**src/pci_ata_pkg.sv**
```systemverilog
/*
  shared constants and carrier types for the secondary-channel pci to ata bridge.
  assumes one clock domain (the pci clock) and a synchronous active-high reset.
*/
`default_nettype none
package pci_ata_pkg;

  // pci bus commands as seen on c/be# during the address phase
  localparam logic [3:0] CMD_IO_RD  = 4'h2;
  localparam logic [3:0] CMD_IO_WR  = 4'h3;
  localparam logic [3:0] CMD_CFG_RD = 4'ha;
  localparam logic [3:0] CMD_CFG_WR = 4'hb;

  // default i/o decode windows: command block (8 bytes), control block (4 bytes)
  localparam logic [31:0] CMD_BASE_DEF = 32'h0000_1000;
  localparam logic [31:0] CTL_BASE_DEF = 32'h0000_1008;

  // identity words, values arbitrary
  localparam logic [15:0] VENDOR_ID_DEF = 16'h1234;
  localparam logic [15:0] DEVICE_ID_DEF = 16'h5678;

  // reset values and synchroniser depth
  localparam logic [31:0] CFG_ZERO     = 32'h0000_0000;
  localparam logic [15:0] WORD_ZERO    = 16'h0000;
  localparam logic [7:0]  CNT_ZERO     = 8'h00;
  localparam logic [5:0]  CFG_IDX_ID   = 6'h00;
  localparam int          SYNC_STAGES  = 2;

  typedef enum logic [2:0] {
    S_IDLE   = 3'b000,
    S_DEC    = 3'b001,
    S_STROBE = 3'b010,
    S_RECOV  = 3'b011,
    S_RESP   = 3'b100,
    S_TURN   = 3'b101,
    S_DMA    = 3'b110
  } state_t;

  typedef struct packed {
    logic       sec_cmd_block_select_n;
    logic       sec_ctl_block_select_n;
    logic [2:0] sec_disk_reg_addr;
    logic       sec_read_strobe_n;
    logic       sec_write_strobe_n;
    logic       sec_dma_ack_n;
  } ata_ctl_t;

  typedef struct packed {
    logic devsel_n;
    logic trdy_n;
    logic stop_n;
  } pci_tgt_t;

  localparam ata_ctl_t ATA_IDLE = '{1'b1, 1'b1, 3'b000, 1'b1, 1'b1, 1'b1};
  localparam pci_tgt_t TGT_IDLE = '{1'b1, 1'b1, 1'b1};

endpackage
`default_nettype wire

```
**src/pci_ata_channel_interface.sv**
```systemverilog
/*
  pci target bridging i/o cycles to the secondary ata channel, answering config cycles itself, with
  multiword dma handshake, parity, error and interrupt pins.
  assumes clk_sys is the pci clock, rst is pci reset already aligned to it,
  and the pad ring resolves the _oe triples into wires.
*/
// Overview of operation
// RULE_01: channel data is a 16-bit two-way bus, low byte on bits 7..0.
// RULE_02: data bus floats by default, driven only during the write strobe pulse.
// RULE_03: while dma acknowledge is active both chip selects stay negated, 16-bit transfers.
// RULE_04: drive register address comes from ad bits 2..0 and the byte enables.
// RULE_05: read strobe active low to read, high when idle, timed by pio settings.
// RULE_06: write strobe active low to write, high when idle, timed by pio settings.
// RULE_07: cable detect low means 40-conductor, high means 80-conductor cable.
// RULE_08: dma acknowledge answers dma request when the bridge can move data.
// RULE_09: drive interrupt request is a source of the pci interrupt.
// RULE_10: drive ready is active high and stretches the strobe.
// RULE_11: the drive raises dma request when ready and handshakes with acknowledge.
// RULE_12: drive reset is a copy of pci reset, also asserted by software.
// RULE_13: first clock with frame asserted is the address phase.
// RULE_14: data lanes: bits 7..0 least significant byte, 31..24 most significant.
// RULE_15: a word moves only when irdy and trdy are both asserted.
// RULE_16: c/be carries the command at address, byte enables during data.
// RULE_17: idsel selects the device for configuration cycles.
// RULE_18: pci inputs are sampled on the rising clock edge.
// RULE_19: target drives devsel on its own decode and signals stop.
// RULE_20: target reports write data parity errors on perr.
// RULE_21: address parity error pulls serr low for exactly one clock.
// RULE_22: par is even parity over ad and c/be, one clock behind ad.
// RULE_23: inta stays low while the enabled drive interrupt request is high.
`timescale 1ns/1ns
`default_nettype none
module pci_ata_channel_interface
  import pci_ata_pkg::*;
#(
  parameter logic [31:0] CMD_BASE  = CMD_BASE_DEF,
  parameter logic [31:0] CTL_BASE  = CTL_BASE_DEF,
  parameter logic [15:0] VENDOR_ID = VENDOR_ID_DEF,
  parameter logic [15:0] DEVICE_ID = DEVICE_ID_DEF
) (
  input  wire logic        clk_sys,
  input  wire logic        rst,
  // pci side
  input  wire logic        frame_n,
  input  wire logic        irdy_n,
  input  wire logic        idsel,
  input  wire logic [31:0] ad_in,
  input  wire logic [3:0]  cbe_n,
  input  wire logic        par_in,
  output logic      [31:0] ad_out,
  output logic             ad_oe,
  output logic             par_out,
  output logic             par_oe,
  output pci_tgt_t         tgt,
  output logic             tgt_oe,
  output logic             perr_n_out,
  output logic             perr_oe,
  output logic             serr_oe,
  output logic             inta_oe,
  // ata side
  input  wire logic [15:0] sec_disk_data_in,
  output logic      [15:0] sec_disk_data_out,
  output logic             sec_disk_data_oe,
  output ata_ctl_t         ata_ctl,
  output logic             sec_drive_reset_n,
  input  wire logic        sec_cable_type_in,
  input  wire logic        sec_drive_irq,
  input  wire logic        sec_drive_ready,
  input  wire logic        sec_dma_req,
  // user side
  input  wire logic        soft_reset,
  input  wire logic        irq_enable,
  input  wire logic        serr_enable,
  input  wire logic        parity_enable,
  input  wire logic [7:0]  pio_active,
  input  wire logic [7:0]  pio_recovery,
  input  wire logic        dma_enable,
  input  wire logic        dma_to_drive,
  input  wire logic [15:0] dma_wdata,
  input  wire logic        dma_wvalid,
  output logic             dma_wtaken,
  output logic      [15:0] dma_rdata,
  output logic             dma_rvalid,
  output logic             cable_80
);

  // pin synchronisers
  logic [19:0] pins_s;
  logic [15:0] dd_s;
  logic        cable_s;
  logic        irq_s;
  logic        ready_s;
  logic        dmarq_s;

  sync_bits #(.W(20)) u_sync (
    .clk_sys  (clk_sys),
    .rst      (rst),
    .async_in ({sec_disk_data_in, sec_cable_type_in, sec_drive_irq,
                sec_drive_ready, sec_dma_req}),
    .sync_out (pins_s)
  );

  assign dd_s    = pins_s[19:4];
  assign cable_s = pins_s[3];
  assign irq_s   = pins_s[2];
  assign ready_s = pins_s[1];
  assign dmarq_s = pins_s[0];

  // byte lane helpers
  function automatic logic [1:0] first_lane(input logic [3:0] be_n);
    logic [1:0] l;
    l = 2'd0;
    if (!be_n[0]) begin
      l = 2'd0;
    end else if (!be_n[1]) begin
      l = 2'd1;
    end else if (!be_n[2]) begin
      l = 2'd2;
    end else begin
      l = 2'd3;
    end
    return l;
  endfunction

  function automatic logic [15:0] lane_word(input logic [31:0] d, input logic [1:0] l);
    logic [15:0] w;
    w = WORD_ZERO;
    unique case (l)
      2'd0: w = d[15:0];
      2'd1: w = {8'h00, d[15:8]};
      2'd2: w = d[31:16];
      2'd3: w = {8'h00, d[31:24]};
    endcase
    return w;
  endfunction

  // bytes placed on every lane they could belong to
  function automatic logic [31:0] lane_place(input logic [15:0] dd, input logic [1:0] l);
    return l[0] ? {4{dd[7:0]}} : {2{dd}};
  endfunction

  // address phase detect and decode
  logic frame_prev_q;
  logic addr_phase;
  logic io_cmd;
  logic cfg_cmd;
  logic cmd_hit;
  logic ctl_hit;
  logic cfg_hit;

  always_ff @(posedge clk_sys) begin
    if (rst) begin
      frame_prev_q <= 1'b1;
    end else begin
      frame_prev_q <= frame_n; // RULE_18
    end
  end

  assign addr_phase = !frame_n && frame_prev_q; // RULE_13
  assign io_cmd     = (cbe_n == CMD_IO_RD) || (cbe_n == CMD_IO_WR); // RULE_16
  assign cfg_cmd    = (cbe_n == CMD_CFG_RD) || (cbe_n == CMD_CFG_WR);
  // i/o is byte-granular, config dword-granular
  assign cmd_hit    = io_cmd && (ad_in[31:3] == CMD_BASE[31:3]); // RULE_13
  assign ctl_hit    = io_cmd && (ad_in[31:2] == CTL_BASE[31:2]);
  assign cfg_hit    = cfg_cmd && idsel && (ad_in[1:0] == 2'b00); // RULE_17

  // transaction sequencer
  state_t      state_q;
  logic        is_write_q;
  logic        is_cfg_q;
  logic        is_ctl_q;
  logic        a2_q;
  logic [5:0]  cfg_idx_q;
  logic [3:0]  be_q;
  logic [31:0] rdata_q;
  logic [7:0]  cnt_q;

  always_ff @(posedge clk_sys) begin
    if (rst) begin
      state_q           <= S_IDLE;
      is_write_q        <= 1'b0;
      is_cfg_q          <= 1'b0;
      is_ctl_q          <= 1'b0;
      a2_q              <= 1'b0;
      cfg_idx_q         <= CFG_IDX_ID;
      be_q              <= 4'hf;
      rdata_q           <= CFG_ZERO;
      cnt_q             <= CNT_ZERO;
      tgt               <= TGT_IDLE;
      tgt_oe            <= 1'b0;
      ad_oe             <= 1'b0;
      ata_ctl           <= ATA_IDLE;
      sec_disk_data_out <= WORD_ZERO;
      sec_disk_data_oe  <= 1'b0;
      dma_wtaken        <= 1'b0;
      dma_rdata         <= WORD_ZERO;
      dma_rvalid        <= 1'b0;
    end else begin
      dma_wtaken <= 1'b0;
      dma_rvalid <= 1'b0;
      unique case (state_q)
        S_IDLE: begin
          // pci access wins over a pending dma request
          if (addr_phase && (cmd_hit || ctl_hit || cfg_hit)) begin
            is_write_q   <= cbe_n[0];
            is_cfg_q     <= cfg_hit;
            is_ctl_q     <= ctl_hit && !cmd_hit;
            a2_q         <= ad_in[2];
            cfg_idx_q    <= ad_in[7:2];
            tgt_oe       <= 1'b1;
            tgt.devsel_n <= 1'b0; // RULE_19
            state_q      <= S_DEC;
          end else if (dma_enable && dmarq_s) begin // RULE_11
            ata_ctl.sec_dma_ack_n          <= 1'b0; // RULE_08
            ata_ctl.sec_cmd_block_select_n <= 1'b1; // RULE_03
            ata_ctl.sec_ctl_block_select_n <= 1'b1; // RULE_03
            ata_ctl.sec_disk_reg_addr      <= 3'b000;
            state_q                        <= S_DMA;
          end
        end
        S_DEC: begin
          be_q <= cbe_n; // RULE_16
          if (is_cfg_q) begin
            rdata_q    <= (cfg_idx_q == CFG_IDX_ID) ? {DEVICE_ID, VENDOR_ID} : CFG_ZERO;
            cnt_q      <= CNT_ZERO;
            state_q    <= S_RECOV;
          end else if (!is_write_q || !irdy_n) begin
            // writes wait for irdy: data and enables stable
            ata_ctl.sec_disk_reg_addr      <= {is_ctl_q | a2_q, first_lane(cbe_n)}; // RULE_04
            ata_ctl.sec_cmd_block_select_n <= is_ctl_q;
            ata_ctl.sec_ctl_block_select_n <= !is_ctl_q;
            if (is_write_q) begin
              sec_disk_data_out           <= lane_word(ad_in, first_lane(cbe_n)); // RULE_14
              sec_disk_data_oe            <= 1'b1; // RULE_02
              ata_ctl.sec_write_strobe_n  <= 1'b0; // RULE_06
            end else begin
              ata_ctl.sec_read_strobe_n   <= 1'b0; // RULE_05
            end
            cnt_q   <= pio_active;
            state_q <= S_STROBE;
          end
        end
        S_STROBE: begin
          if (cnt_q != CNT_ZERO) begin
            cnt_q <= cnt_q - 8'h01;
          end else if (ready_s) begin // RULE_10
            ata_ctl.sec_read_strobe_n  <= 1'b1;
            ata_ctl.sec_write_strobe_n <= 1'b1;
            sec_disk_data_oe           <= 1'b0; // RULE_02
            rdata_q                    <= lane_place(dd_s, first_lane(be_q)); // RULE_01
            if (!ata_ctl.sec_dma_ack_n && !dma_to_drive) begin
              dma_rdata  <= dd_s; // RULE_03
              dma_rvalid <= 1'b1;
            end
            cnt_q   <= pio_recovery;
            state_q <= S_RECOV;
          end
        end
        S_RECOV: begin
          if (cnt_q != CNT_ZERO) begin
            cnt_q <= cnt_q - 8'h01;
          end else if (!ata_ctl.sec_dma_ack_n) begin
            state_q <= S_DMA;
          end else begin
            ata_ctl.sec_cmd_block_select_n <= 1'b1;
            ata_ctl.sec_ctl_block_select_n <= 1'b1;
            ad_oe      <= !is_write_q;
            tgt.trdy_n <= 1'b0; // RULE_15
            tgt.stop_n <= 1'b0; // RULE_19
            state_q    <= S_RESP;
          end
        end
        S_RESP: begin
          // single data phase, then disconnect
          if (!irdy_n) begin // RULE_15
            tgt     <= TGT_IDLE;
            ad_oe   <= 1'b0;
            state_q <= S_TURN;
          end
        end
        S_TURN: begin
          // one clock driven high before release
          tgt_oe  <= 1'b0;
          state_q <= S_IDLE;
        end
        S_DMA: begin
          if (!dmarq_s) begin
            ata_ctl.sec_dma_ack_n <= 1'b1; // RULE_08
            state_q               <= S_IDLE;
          end else if (dma_to_drive) begin
            if (dma_wvalid) begin
              sec_disk_data_out          <= dma_wdata;
              sec_disk_data_oe           <= 1'b1; // RULE_02
              ata_ctl.sec_write_strobe_n <= 1'b0; // RULE_06
              dma_wtaken                 <= 1'b1;
              cnt_q                      <= pio_active;
              state_q                    <= S_STROBE;
            end
          end else begin
            ata_ctl.sec_read_strobe_n <= 1'b0; // RULE_05
            cnt_q                     <= pio_active;
            state_q                   <= S_STROBE;
          end
        end
        default: begin
          state_q <= S_IDLE;
        end
      endcase
    end
  end

  // read data onto ad, held while the data phase is open
  always_ff @(posedge clk_sys) begin
    if (rst) begin
      ad_out <= CFG_ZERO;
    end else begin
      ad_out <= rdata_q; // RULE_14
    end
  end

  // parity generation trails ad by one clock
  always_ff @(posedge clk_sys) begin
    if (rst) begin
      par_out <= 1'b0;
      par_oe  <= 1'b0;
    end else begin
      par_out <= ^{ad_out, cbe_n}; // RULE_22
      par_oe  <= ad_oe; // RULE_22
    end
  end

  // address parity check, serr for one clock
  logic apar_chk_q;
  logic apar_exp_q;

  always_ff @(posedge clk_sys) begin
    if (rst) begin
      apar_chk_q <= 1'b0;
      apar_exp_q <= 1'b0;
      serr_oe    <= 1'b0;
    end else begin
      apar_chk_q <= addr_phase && (cmd_hit || ctl_hit || cfg_hit);
      apar_exp_q <= ^{ad_in, cbe_n}; // RULE_22
      // a single pulse; the pull-up restores the line
      serr_oe    <= apar_chk_q && (par_in != apar_exp_q) && serr_enable; // RULE_21
    end
  end

  // write data parity check on the transfer clock
  logic dpar_chk_q;
  logic dpar_exp_q;

  always_ff @(posedge clk_sys) begin
    if (rst) begin
      dpar_chk_q <= 1'b0;
      dpar_exp_q <= 1'b0;
      perr_n_out <= 1'b1;
      perr_oe    <= 1'b0;
    end else begin
      dpar_chk_q <= (state_q == S_RESP) && !irdy_n && is_write_q;
      dpar_exp_q <= ^{ad_in, cbe_n};
      perr_oe    <= dpar_chk_q;
      perr_n_out <= !(dpar_chk_q && (par_in != dpar_exp_q) && parity_enable); // RULE_20
    end
  end

  // interrupt, cable type and drive reset
  always_ff @(posedge clk_sys) begin
    if (rst) begin
      inta_oe <= 1'b0;
    end else begin
      inta_oe <= irq_s && irq_enable; // RULE_09 RULE_23
    end
  end

  always_ff @(posedge clk_sys) begin
    if (rst) begin
      cable_80 <= 1'b0;
    end else begin
      cable_80 <= cable_s; // RULE_07
    end
  end

  // reset held low through pci reset, plus software request
  always_ff @(posedge clk_sys) begin
    if (rst) begin
      sec_drive_reset_n <= 1'b0;
    end else begin
      sec_drive_reset_n <= !soft_reset; // RULE_12
    end
  end

endmodule
`default_nettype wire

```
**src/sync_bits.sv**
```systemverilog
/*
  two-stage synchroniser for a bundle of independent level inputs.
  assumes each bit is a slowly changing level; buses are only sampled once settled.
*/
`timescale 1ns/1ns
`default_nettype none
module sync_bits #(
  parameter int W = 1
) (
  input  wire logic         clk_sys,
  input  wire logic         rst,
  input  wire logic [W-1:0] async_in,
  output logic      [W-1:0] sync_out
);

  logic [W-1:0] meta_q;

  // first stage feeds only the second
  always_ff @(posedge clk_sys) begin
    if (rst) begin
      meta_q   <= '0;
      sync_out <= '0;
    end else begin
      meta_q   <= async_in;
      sync_out <= meta_q;
    end
  end

endmodule
`default_nettype wire

```
**config.mk**
```make
export PLATFORM = sky130hd
export DESIGN_NAME = pci_ata_channel_interface
export DESIGN_NICKNAME = d
export VERILOG_FILES = /design/src/pci_ata_pkg.sv /design/src/pci_ata_channel_interface.sv /design/src/sync_bits.sv
export SDC_FILE = /design/constraint.sdc
export NUM_CORES = 1
export LEC_CHECK = 0
export ABC_AREA = 1
export ABC_CLOCK_PERIOD_IN_PS = 2400
export BUFFER_PORTS_ARGS = -buffer_cell sky130_fd_sc_hd__buf_2
export CORE_MARGIN = 4
export CORE_UTILIZATION = 54
export CTS_CLUSTER_DIAMETER = 120
export DETAILED_ROUTE_END_ITERATION = 10
export MAX_ROUTING_LAYER = met4
export PLACE_DENSITY_LB_ADDON = 0.08
export SLEW_MARGIN = 20
export SYNTH_ARGS = -nofsm -noshare
export SYNTH_HDL_FRONTEND = slang
export SYNTH_SLANG_ARGS = --single-unit
```
**constraint.sdc**
```tcl
create_clock -name clk_sys -period 2.4 [get_ports clk_sys]
set_clock_uncertainty 0.1 [all_clocks]
set_input_delay 0.72 -clock clk_sys [delete_from_list [all_inputs] [get_ports clk_sys]]
set_output_delay 0.72 -clock clk_sys [all_outputs]
set_load 0.01 [all_outputs]
```
; ---- Yosys cells after proc, flatten, opt, wreduce, memory -nomap -nowiden
; Cells that the tools add are included.
[op_classes]
n_addsub = 1
n_eq_ne = 40
mux = 95
bitwise = 7
n_reduce_logical = 63
[ops]
columns = cell, count
row1 = $mux 32, 4
row2 = $mux 16, 6
row3 = $reduce_xor 36->1, 2
row4 = $mux 8, 8
row5 = $pmux 16 s4, 1
row6 = $pmux 32 s2, 1
row7 = $mux 3, 12
row8 = $ne 2x2->1 const B, 17
row9 = $pmux 16 s2, 1
row10 = $pmux 8 s4, 1
row11 = $mux 1, 31
row12 = $mux 31, 1
row13 = $eq 30x11->1 const B, 1
row14 = $mux 2, 15
row15 = $eq 29x10->1 const B, 1
row16 = $reduce_and 7->1, 3
row17 = $pmux 3 s6, 1
row18 = $logic_and 1x1->1, 16
row19 = $reduce_and 4->1, 4
row20 = $mux 7, 2
row21 = $reduce_bool 2->1, 7
row22 = $pmux 2 s3, 2
row23 = $mux 5, 2
row24 = $eq 3x3->1 const B, 3
row25 = 33 further kinds, 64
[totals]
reg_bits = 188
inputBits = 101

; ---- Longest topological paths before layout
; Gate-level depths: netlist of run 1.
[depth]
depth_word = 14
mapped_depth = 16
mapped_depth_nobuf = 16

; ---- By module
; Synthesis of run 1 repeated with hierarchy kept, for this count alone.
[hier_totals]
hier_cells = 1154
area_unflattened_um2 = 8031.5
[by_module_without_submodules]
columns = mod, n_inst, cells_per_inst, area_per_inst_um2
row1 = pci_ata_channel_interface, 1, 1030, 6885.4
row2 = sync_bits, 1, 124, 1146.1

; ---- Worst setup path before layout of run 1
; Ideal clock, no wire load.
[synth_timing]
path_kind = input -> register
start = input port cbe_n[2]
end = register cfg_idx_q[2]
setup_time_ns = 0.119
arrival_ns = 1.947
path_slack_ns = 0.234
path_stages = 12
cell_sequence = inv_1 ha_1 nand2_1 nand2_1 nand3_1 nor2_1 nand3_1 nand2_1 nand3_1 buf_2 o21ai_0 a21oi_1
[synth_via]
elab_chain_len = 7
elab_cells_between_ends = 14
classes_between = eq/ne (4) / reduce/logical (10)
[synth_rtl]
columns = item, line
row1 = start: declaration, pci_ata_channel_interface.sv:48  ; input wire logic [3:0] cbe_n,
row2 = $eq 4x2->1 / $eq 4x4->1 (equally long branches), "pci_ata_channel_interface.sv:160, pci_ata_channel_interface.sv:161"
row3 = "$logic_or 1x1->1, on equally long branches", "pci_ata_channel_interface.sv:160, pci_ata_channel_interface.sv:161"
row4 = "$logic_and 1x1->1, on equally long branches", "pci_ata_channel_interface.sv:163, pci_ata_channel_interface.sv:164, pci_ata_channel_interface.sv:165"
row5 = $logic_or 1x1->1 / $logic_and 1x1->1 (equally long branches), "pci_ata_channel_interface.sv:204, pci_ata_channel_interface.sv:165"
row6 = $logic_or 1x1->1 *, pci_ata_channel_interface.sv:204  ; if (addr_phase && (cmd_hit || ctl_hit || cfg_hit)) begin
row7 = $logic_and 1x1->1 *, pci_ata_channel_interface.sv:204
row8 = $reduce_and 2->1 (no line) *, -
row9 = end signal: assignment, pci_ata_channel_interface.sv:209  ; cfg_idx_q <= ad_in[7:2];
row10 = end: declaration, pci_ata_channel_interface.sv:173  ; logic [5:0] cfg_idx_q;
; Every way passes the cells marked *; elsewhere a longest branch is shown, timed or not.
; A chain may end at the register's enable or synchronous reset.

; ---- Worst setup path after layout of run 1
[layout_timing]
start = register cnt_q[0]
end = register rdata_q[26]
[layout_via]
elab_chain_len = 3
[layout_rtl]
columns = item, line
row1 = start: declaration, pci_ata_channel_interface.sv:176  ; logic [7:0] cnt_q;
row2 = start signal: assignment, pci_ata_channel_interface.sv:239  ; cnt_q <= pio_active;
row3 = start signal: assignment, pci_ata_channel_interface.sv:245  ; cnt_q <= cnt_q - 8'h01;
row4 = start signal: assignment, pci_ata_channel_interface.sv:255  ; cnt_q <= pio_recovery;
row5 = $reduce_bool 8->1, pci_ata_channel_interface.sv:244  ; if (cnt_q != CNT_ZERO) begin
row6 = $ne 2x2->1 (no line), -
row7 = $reduce_and 4->1 (no line), -
row8 = end signal: assignment, pci_ata_channel_interface.sv:224  ; rdata_q <= (cfg_idx_q == CFG_IDX_ID) ? {DEVICE_ID, VENDOR_ID} : CFG_ZERO;
row9 = end signal: assignment, pci_ata_channel_interface.sv:250  ; rdata_q <= lane_place(dd_s, first_lane(be_q));
row10 = end: declaration, pci_ata_channel_interface.sv:175  ; logic [31:0] rdata_q;
; Every way passes these cells.

==> flow_summary.html, run 1 <==
<table>
<tr><th>Metric</th><th>Value</th></tr>
<tr><th colspan="2">Status</th></tr>
<tr><td>Run status</td><td>completed</td></tr>
<tr><th colspan="2">Clocking</th></tr>
<tr><td>CTS tree</td><td>yes</td></tr>
<tr><td>Count of cells resized by post-cts repair</td><td>0</td></tr>
<tr><td>Max H-tree Level</td><td>4</td></tr>
<tr><td>Reg clk slew, reported paths</td><td>0.07 ns</td></tr>
<tr><td>Skew-Pair Late Insertion Delay</td><td>0.44 ns</td></tr>
<tr><td>Root buffer selected by CTS</td><td>clkbuf_16</td></tr>
<tr><td>Largest buffer count on any clock path</td><td>2</td></tr>
<tr><td>TritonCTS buffer count</td><td>17</td></tr>
<tr><td>Post-CTS setup-driven buffer insertion count</td><td>0</td></tr>
<tr><td>Number of buffers added to fix hold violations after cts</td><td>0</td></tr>
<tr><td>CTS sink cnt</td><td>164</td></tr>
<tr><th colspan="2">Detailed routing</th></tr>
<tr><td>Remaining antenna violation count after routing</td><td>0</td></tr>
<tr><td>DR WL/cell</td><td>14.1 um</td></tr>
<tr><td>Remaining routing DRC violations</td><td>0</td></tr>
<tr><td>Ratio of routed vias to standard cells</td><td>5.04</td></tr>
<tr><td>Total iterations of the first detailed-routing run</td><td>5</td></tr>
<tr><td>Initial DRC count</td><td>498</td></tr>
<tr><td>Vias after detailed routing</td><td>7,836</td></tr>
<tr><td>Routed WL</td><td>21.9 mm</td></tr>
<tr><th colspan="2">Floorplanning</th></tr>
<tr><td>Die span in x</td><td>131 um</td></tr>
<tr><td>Starting Density</td><td>0.555</td></tr>
<tr><td>Core area</td><td>0.0146 mm2</td></tr>
<tr><td>Core Rows</td><td>44</td></tr>
<tr><td>Chip height</td><td>131 um</td></tr>
<tr><td>Die Area</td><td>0.0171 mm2</td></tr>
<tr><td># IOs</td><td>189</td></tr>
<tr><th colspan="2">Worst setup path</th></tr>
<tr><td>Crit start category</td><td>flop</td></tr>
<tr><td>Cell at the slowest stage of the critical path</td><td>dfxtp_1</td></tr>
<tr><td>Maximum fanout encountered on the critical timing path</td><td>13</td></tr>
<tr><td>Worst path max stage delay</td><td>0.34 ns</td></tr>
<tr><td>Chain of cells forming the critical path</td><td>inv_1 -&gt; ha_1 -&gt; nand2_1 -&gt; nor2_4 -&gt; nand3_4 -&gt; o21ai_4 -&gt; nand2_2 -&gt; buf_4 -&gt; a22oi_1 -&gt; inv_1</td></tr>
<tr><td>Type of destination of the critical path</td><td>flop</td></tr>
<tr><td>Worst path arrival time</td><td>2.39 ns</td></tr>
<tr><td>Category of the most critical setup path</td><td>reg -&gt; reg</td></tr>
<tr><td>Most Frequent Cell on Critical Path</td><td>inv_1</td></tr>
<tr><td>Data required time at the worst endpoint</td><td>2.63 ns</td></tr>
<tr><th colspan="2">Global route</th></tr>
<tr><td>Number of global-route vias before repair</td><td>7,177</td></tr>
<tr><td>Total congestion overflow after global routing</td><td>0</td></tr>
<tr><td>Largest net degree at the start of global routing</td><td>43</td></tr>
<tr><td>Antenna violations before repair</td><td>0</td></tr>
<tr><td>Global-route wire length before repair</td><td>34.4 mm</td></tr>
<tr><td>Global-route usage over all layers</td><td>0.264</td></tr>
<tr><th colspan="2">Power</th></tr>
<tr><td>Leakage component of the power</td><td>5.06 nW</td></tr>
<tr><td>Overall power consumption</td><td>9.36 mW</td></tr>
<tr><td>Peak supply drop</td><td>0.735 mV</td></tr>
<tr><td>Pwr/cell area</td><td>938 mW/mm2</td></tr>
<tr><th colspan="2">Yosys</th></tr>
<tr><td>Xor-xnor portion of the synthesized cell area</td><td>0.0302</td></tr>
<tr><td>Cell count after synthesis</td><td>1,155</td></tr>
<tr><td>Count of state elements after synthesis</td><td>164</td></tr>
<tr><td>Sequential fraction of the synthesis area</td><td>0.404</td></tr>
<tr><td>Main synth FF type</td><td>dfxtp_1</td></tr>
<tr><td>Simple-gate share of the synthesized area</td><td>0.269</td></tr>
<tr><td>Netlist Area Pre-Place</td><td>0.00812 mm2</td></tr>
<tr><td>Avg Cell Area, Syn</td><td>7.03 um2</td></tr>
<tr><td>Area fraction in compound gates after synthesis</td><td>0.147</td></tr>
<tr><td>Yosys cell types</td><td>50</td></tr>
<tr><td>Share of synthesized area spent on multiplexers</td><td>0</td></tr>
<tr><td>Number of flops mapped to enable cells by yosys</td><td>0</td></tr>
<tr><td>Yosys Warn Count</td><td>0</td></tr>
<tr><td>Post-Synth Adder-Cell Area</td><td>0.0324</td></tr>
<tr><td>Combinational family with the most area after synthesis</td><td>simple AND/OR/NAND/NOR gates</td></tr>
<tr><td>Total nets after synthesis</td><td>1,277</td></tr>
<tr><td>Async S/R FF share, synth</td><td>0</td></tr>
<tr><th colspan="2">Run</th></tr>
<tr><td>Max-cap violations</td><td>0</td></tr>
<tr><th colspan="2">STA</th></tr>
<tr><td>RSZ-0062 raised after global routing</td><td>no</td></tr>
<tr><td>Final number of hold-violating endpoints</td><td>0</td></tr>
<tr><td>Upper clock frequency limit</td><td>462 MHz</td></tr>
<tr><td>Final Cycle Share</td><td>0.903</td></tr>
<tr><td>Final-report max-slew violation count</td><td>0</td></tr>
<tr><td>Slew margin rel.</td><td>0.533</td></tr>
<tr><td>Least-Margin Pin Slew</td><td>0.697 ns</td></tr>
<tr><td>WHS</td><td>0.297 ns</td></tr>
<tr><td>Min cycle time layout</td><td>2.17 ns</td></tr>
<tr><td>Count of final setup violators</td><td>0</td></tr>
<tr><th colspan="2">Cells and area</th></tr>
<tr><td>Share of final-layout standard cells stronger than drive strength 1</td><td>0.227</td></tr>
<tr><td>Final Instance Area</td><td>0.00998 mm2</td></tr>
<tr><td>Most frequent standard cell in the layout excluding fill and tap cells</td><td>nand2_1</td></tr>
<tr><td>Total Nets Final</td><td>1,480</td></tr>
<tr><td>Syn-to-layout area delta</td><td>22.8%</td></tr>
<tr><td>Number of diodes</td><td>0</td></tr>
<tr><td>Count of non-filler cells in the finished layout</td><td>1,555</td></tr>
<tr><td>Filler instances</td><td>1,350</td></tr>
<tr><td>Leading cell types in the layout, fill and taps excluded</td><td>nand2_1 (261), buf_2 (188), inv_1 (169)</td></tr>
<tr><th colspan="2">Placement</th></tr>
<tr><td>DP Cell Count</td><td>1,523</td></tr>
<tr><td>Sum of net half-perimeters after detailed placement</td><td>16.4 mm</td></tr>
<tr><td>Final weighted congestion in routability-driven placement</td><td>0.998</td></tr>
<tr><td>Area of placed instances</td><td>0.00937 mm2</td></tr>
<tr><td>Number of buffer cells added on primary ports</td><td>188</td></tr>
<tr><th colspan="2">Worst hold path</th></tr>
<tr><td>Min-delay worst type</td><td>reg -&gt; reg</td></tr>
</table>
==> area by class of cell <==
| cell class | instances | area [um2] | area share |
|---|---|---|---|
| repair buffers | 233 | 1290 | 0.129 |
| flip-flops and latches | 164 | 3280 | 0.329 |
| clock inverters | 15 | 179 | 0.0179 |
| multi-input cells | 761 | 3890 | 0.390 |
| inverters | 181 | 679 | 0.0681 |
| well taps | 184 | 230 | 0.0231 |
| clock buffers | 17 | 425 | 0.0426 |
==> sequential cells by signal (all words and copies together), names as in the netlist, 2 cells and up <==
register / flops
ata_ctl: 8
tgt: 2
u_sync.meta_q: 20
rdata_q: 21
cfg_idx_q: 6
state_q: 3
ad_out: 21
u_sync.sync_out: 20
be_q: 3
cnt_q: 8
sec_disk_data_out: 16
dma_rdata: 16
==> through the flow <==
stage,TNS (ns),setup slack (ns),util
finish,0,0.234,0.681
CTS,0,0.230,0.681
global placement,-0.417,-0.0522,0.640
detailed placement,-0.866,-0.102,0.640
floorplan,0,0.234,-
global route,0,0.0559,0.681
==> routing by layer <==
metal	global-route usage	part of all wire	vias to the layer above
met2	0.412	0.45	228
met3	0.0642	0.062	48
met5	-	0	-
li1	-	-	4028
met1	0.331	0.46	3532
met4	0.0998	0.029	0
==> Yosys cell counts (4+ instances only) <==
cell,count,share of area
a21oi_1,65,0.040
a21oi_2,8,0.0086
a22oi_1,4,0.0037
a31oi_1,4,0.0031
buf_1,6,0.0028
buf_2,10,0.0062
buf_4,14,0.013
clkbuf_1,16,0.0074
dfxtp_1,164,0.40
ha_1,21,0.032
inv_1,170,0.079
inv_2,8,0.0037
nand2_1,261,0.12
nand2_2,5,0.0039
nand3_1,42,0.026
nand4_1,11,0.0085
nor2_1,153,0.071
nor2_4,5,0.0069
nor3_1,7,0.0043
o211ai_1,10,0.0092
o21ai_0,87,0.054
o21ai_1,14,0.0086
xnor2_1,18,0.019
xor2_1,10,0.011
==> logic make-up after synthesis <==
| family | after synthesis |
|---|---|
| adder cells (fa/ha/maj) | 21 |
| XOR/XNOR | 28 |
| buffers and inverters | 230 |
| AND/OR/NAND/NOR | 505 |
| AO/OA/AOI/OAI | 207 |
| flip-flops | 164 |
==> power breakdown <==
group	switching (mW)	internal, mW	total, mW	leakage, nW
combinational	2.06	1.20	3.26	3.43
clock	1.31	1.41	2.72	0.288
sequential	0.259	3.12	3.38	1.34
==> worst paths after layout <==
kind | slack (ns) | cells past startpoint | from | endpoint
max | 0.23 | 10 | cnt_q[0]$_SDFFE_PP0P_ | rdata_q[26]$_SDFFE_PP0P_
min | 0.30 | 2 | u_sync.meta_q[6]$_SDFF_PP0_ | u_sync.sync_out[6]$_SDFF_PP0_
max reg2reg | 0.23 | 10 | cnt_q[0]$_SDFFE_PP0P_ | rdata_q[26]$_SDFFE_PP0P_
min reg2reg | 0.30 | 2 | u_sync.meta_q[6]$_SDFF_PP0_ | u_sync.sync_out[6]$_SDFF_PP0_
==> critical path, delay by kind of cell, from the launching register on <==
kind / cells / cell delay [ns]
adder cells (fa/ha/maj): 1 / 0.18
AO/OA/AOI/OAI: 2 / 0.44
flip-flops: 1 / 0.34
AND/OR/NAND/NOR: 4 / 0.62
buffers and inverters: 3 / 0.37
(Power assumes the default switching activity.)
==> inputs of run 2 (changes only) <==
Settings changed: GPL_ROUTABILITY_DRIVEN from default to 0, REMOVE_ABC_BUFFERS from default to 1.
==> flow_summary.html, run 2 (synthesized netlist as in run 1, its figures left out) <==
<table>
<tr><th>Metric</th><th>Value</th></tr>
<tr><th colspan="2">Worst setup path</th></tr>
<tr><td>Worst path max stage delay</td><td>0.33 ns</td></tr>
<tr><td>Maximum fanout encountered on the critical timing path</td><td>16</td></tr>
<tr><td>Cell at the slowest stage of the critical path</td><td>dfxtp_1</td></tr>
<tr><td>End of the worst register-to-register path</td><td>rdata_q[24]$_SDFFE_PP0P_</td></tr>
<tr><td>Type of destination of the critical path</td><td>flop</td></tr>
<tr><td>Category of the most critical setup path</td><td>reg -&gt; reg</td></tr>
<tr><td>R2r startpoint</td><td>cnt_q[0]$_SDFFE_PP0P_</td></tr>
<tr><td>Data required time at the worst endpoint</td><td>2.62 ns</td></tr>
<tr><td>Worst Reg2Reg Path Length in Cells</td><td>10</td></tr>
<tr><td>Worst path arrival time</td><td>2.39 ns</td></tr>
<tr><td>Crit start category</td><td>flop</td></tr>
<tr><td>Chain of cells forming the critical path</td><td>inv_1 -&gt; ha_1 -&gt; nand2_1 -&gt; nor2_4 -&gt; nand3_4 -&gt; o21ai_4 -&gt; nand2_2 -&gt; buf_12 -&gt; o21ai_0 -&gt; a21oi_1</td></tr>
<tr><td>Worst-case register-to-register setup slack</td><td>0.23 ns</td></tr>
<tr><th colspan="2">Detailed routing</th></tr>
<tr><td>Remaining routing DRC violations</td><td>0</td></tr>
<tr><td>Ratio of routed vias to standard cells</td><td>4.91</td></tr>
<tr><td>Routed WL</td><td>20.7 mm</td></tr>
<tr><td>Remaining antenna violation count after routing</td><td>0</td></tr>
<tr><td>Total iterations of the first detailed-routing run</td><td>5</td></tr>
<tr><td>DR WL/cell</td><td>13.3 um</td></tr>
<tr><td>Initial DRC count</td><td>441</td></tr>
<tr><td>Vias after detailed routing</td><td>7,659</td></tr>
<tr><th colspan="2">Worst hold path</th></tr>
<tr><td>Hold Crit Endpoint</td><td>u_sync.sync_out[13]$_SDFF_PP0_</td></tr>
<tr><td>Min-delay worst type</td><td>reg -&gt; reg</td></tr>
<tr><td>Worst Hold Path Cells</td><td>2</td></tr>
<tr><td>Worst Hold Launch</td><td>u_sync.meta_q[13]$_SDFF_PP0_</td></tr>
<tr><th colspan="2">Placement</th></tr>
<tr><td>Sum of net half-perimeters after detailed placement</td><td>16.1 mm</td></tr>
<tr><td>Number of buffer cells added on primary ports</td><td>188</td></tr>
<tr><td>DP Cell Count</td><td>1,528</td></tr>
<tr><th colspan="2">Global route</th></tr>
<tr><td>Global-route wire length before repair</td><td>33.7 mm</td></tr>
<tr><td>Largest net degree at the start of global routing</td><td>63</td></tr>
<tr><td>Antenna violations before repair</td><td>0</td></tr>
<tr><td>Total congestion overflow after global routing</td><td>0</td></tr>
<tr><td>Number of global-route vias before repair</td><td>7,115</td></tr>
<tr><td>Global-route usage over all layers</td><td>0.253</td></tr>
<tr><th colspan="2">Clocking</th></tr>
<tr><td>Max H-tree Level</td><td>4</td></tr>
<tr><td>TritonCTS buffer count</td><td>17</td></tr>
<tr><td>Root buffer selected by CTS</td><td>clkbuf_16</td></tr>
<tr><td>Largest buffer count on any clock path</td><td>2</td></tr>
<tr><td>Skew-Pair Late Insertion Delay</td><td>0.43 ns</td></tr>
<tr><td>CTS tree</td><td>yes</td></tr>
<tr><td>Reg clk slew, reported paths</td><td>0.07 ns</td></tr>
<tr><td>CTS sink cnt</td><td>164</td></tr>
<tr><td>Number of buffers added to fix hold violations after cts</td><td>0</td></tr>
<tr><th colspan="2">Cells and area</th></tr>
<tr><td>Share of final-layout standard cells stronger than drive strength 1</td><td>0.231</td></tr>
<tr><td>Number of diodes</td><td>0</td></tr>
<tr><td>Syn-to-layout area delta</td><td>23.8%</td></tr>
<tr><td>Total Nets Final</td><td>1,485</td></tr>
<tr><td>Count of non-filler cells in the finished layout</td><td>1,560</td></tr>
<tr><td>Registers with the most flip-flops</td><td>ad_out (21), rdata_q (21)</td></tr>
<tr><td>Most frequent standard cell in the layout excluding fill and tap cells</td><td>nand2_1</td></tr>
<tr><td>Filler instances</td><td>1,354</td></tr>
<tr><td>Leading cell types in the layout, fill and taps excluded</td><td>nand2_1 (260), buf_2 (188), inv_1 (168)</td></tr>
<tr><th colspan="2">Floorplanning</th></tr>
<tr><td># IOs</td><td>189</td></tr>
<tr><td>Starting Density</td><td>0.555</td></tr>
<tr><td>Die Area</td><td>0.0171 mm2</td></tr>
<tr><td>Chip height</td><td>131 um</td></tr>
<tr><td>Core Rows</td><td>44</td></tr>
<tr><td>Core area</td><td>0.0146 mm2</td></tr>
<tr><td>Die span in x</td><td>131 um</td></tr>
<tr><th colspan="2">Status</th></tr>
<tr><td>Run status</td><td>completed</td></tr>
<tr><th colspan="2">STA</th></tr>
<tr><td>RSZ-0062 raised after global routing</td><td>no</td></tr>
<tr><td>Final Cycle Share</td><td>0.904</td></tr>
<tr><td>Min cycle time layout</td><td>2.17 ns</td></tr>
<tr><td>Final number of hold-violating endpoints</td><td>0</td></tr>
<tr><td>Final-report max-slew violation count</td><td>0</td></tr>
<tr><td>Count of final setup violators</td><td>0</td></tr>
<tr><td>Summed negative setup slack over all endpoints</td><td>0 ns</td></tr>
<tr><td>Least-Margin Pin Slew</td><td>0.504 ns</td></tr>
<tr><td>Upper clock frequency limit</td><td>461 MHz</td></tr>
<tr><td>Slew margin rel.</td><td>0.664</td></tr>
<tr><th colspan="2">Power</th></tr>
<tr><td>Pwr/cell area</td><td>937 mW/mm2</td></tr>
<tr><td>Peak supply drop</td><td>0.603 mV</td></tr>
<tr><td>Leakage component of the power</td><td>5.11 nW</td></tr>
<tr><th colspan="2">Run</th></tr>
<tr><td>Max-cap violations</td><td>0</td></tr>
</table>
[run 2: cell types whose count changed in the layout (fill, tap and decap cells not counted), moves of 2 or more]
cell      change
buf_12        +4
inv_6         +3
clkinv_8      -2
inv_2         +2
[run 2: report_power, final]
group | switching, mW | internal, mW | leakage [nW]
Combinational | 2.08 | 1.25 | 3.48
Clock | 1.22 | 1.49 | 0.290
Sequential | 0.261 | 3.12 | 1.34
Total | 3.56 | 5.86 | 5.11
[run 2: final cells by class]
class	instances	area, um2	share of cell area
sequential	164	3280	0.327
clock buffer	18	429	0.0427
multi-input combinational	761	3890	0.387
tap	184	230	0.0229
clock inverter	14	164	0.0163
timing repair buffer	238	1380	0.137
inverter	181	679	0.0676
[run 2: what timing repair did]
action | 4_1_cts | 5_1_grt
setup endpoints to repair | 0 | 2
setup buffers | 0 | 0
resized for setup | 0 | 2
[run 2: worst max path at each step]
stage / start / to / slack (ns) / depth (start not counted)
after floorplan: cbe_n[2] / cfg_idx_q[0]$_SDFFE_PP0P_ / 0.03 / 12
after global placement: cbe_n[0] / cfg_idx_q[5]$_SDFFE_PP0P_ / -0.05 / 12
after detailed placement: cbe_n[2] / cfg_idx_q[5]$_SDFFE_PP0P_ / -0.15 / 13
after CTS: cnt_q[0]$_SDFFE_PP0P_ / rdata_q[24]$_SDFFE_PP0P_ / 0.24 / 10
after global routing: cnt_q[0]$_SDFFE_PP0P_ / dma_rdata[14]$_SDFFE_PP0P_ / 0.009 / 9
final: cnt_q[0]$_SDFFE_PP0P_ / rdata_q[24]$_SDFFE_PP0P_ / 0.23 / 10
[run 2: layer usage]
metal,global-route usage,share of wire,vias to the layer above
li1,-,-,4035
met1,0.335,0.47,3382
met2,0.405,0.46,215
met3,0.0439,0.053,27
met4,0.0665,0.015,0
met5,-,0,-
[run 2: worst max-delay path, delay by kind of cell, from the launching register on]
kind	cells	cell delay, ns
AND/OR/NAND/NOR	4	0.62
AO/OA/AOI/OAI	3	0.54
adder cells (fa/ha/maj)	1	0.18
flip-flops	1	0.33
buffers and inverters	2	0.28
[run 2: stage by stage]
step	hold slack, ns	worst slack (ns)	power, mW	util	instance area (um2)
after global routing	0.317	0.00905	10.1	0.687	10100
after CTS	0.305	0.238	9.46	0.686	10100
after floorplan	0.288	0.0284	5.67	-	7850
after global placement	0.290	-0.0506	6.68	0.646	9460
final	0.303	0.229	9.42	0.687	10100
after detailed placement	0.296	-0.153	6.74	0.646	9460
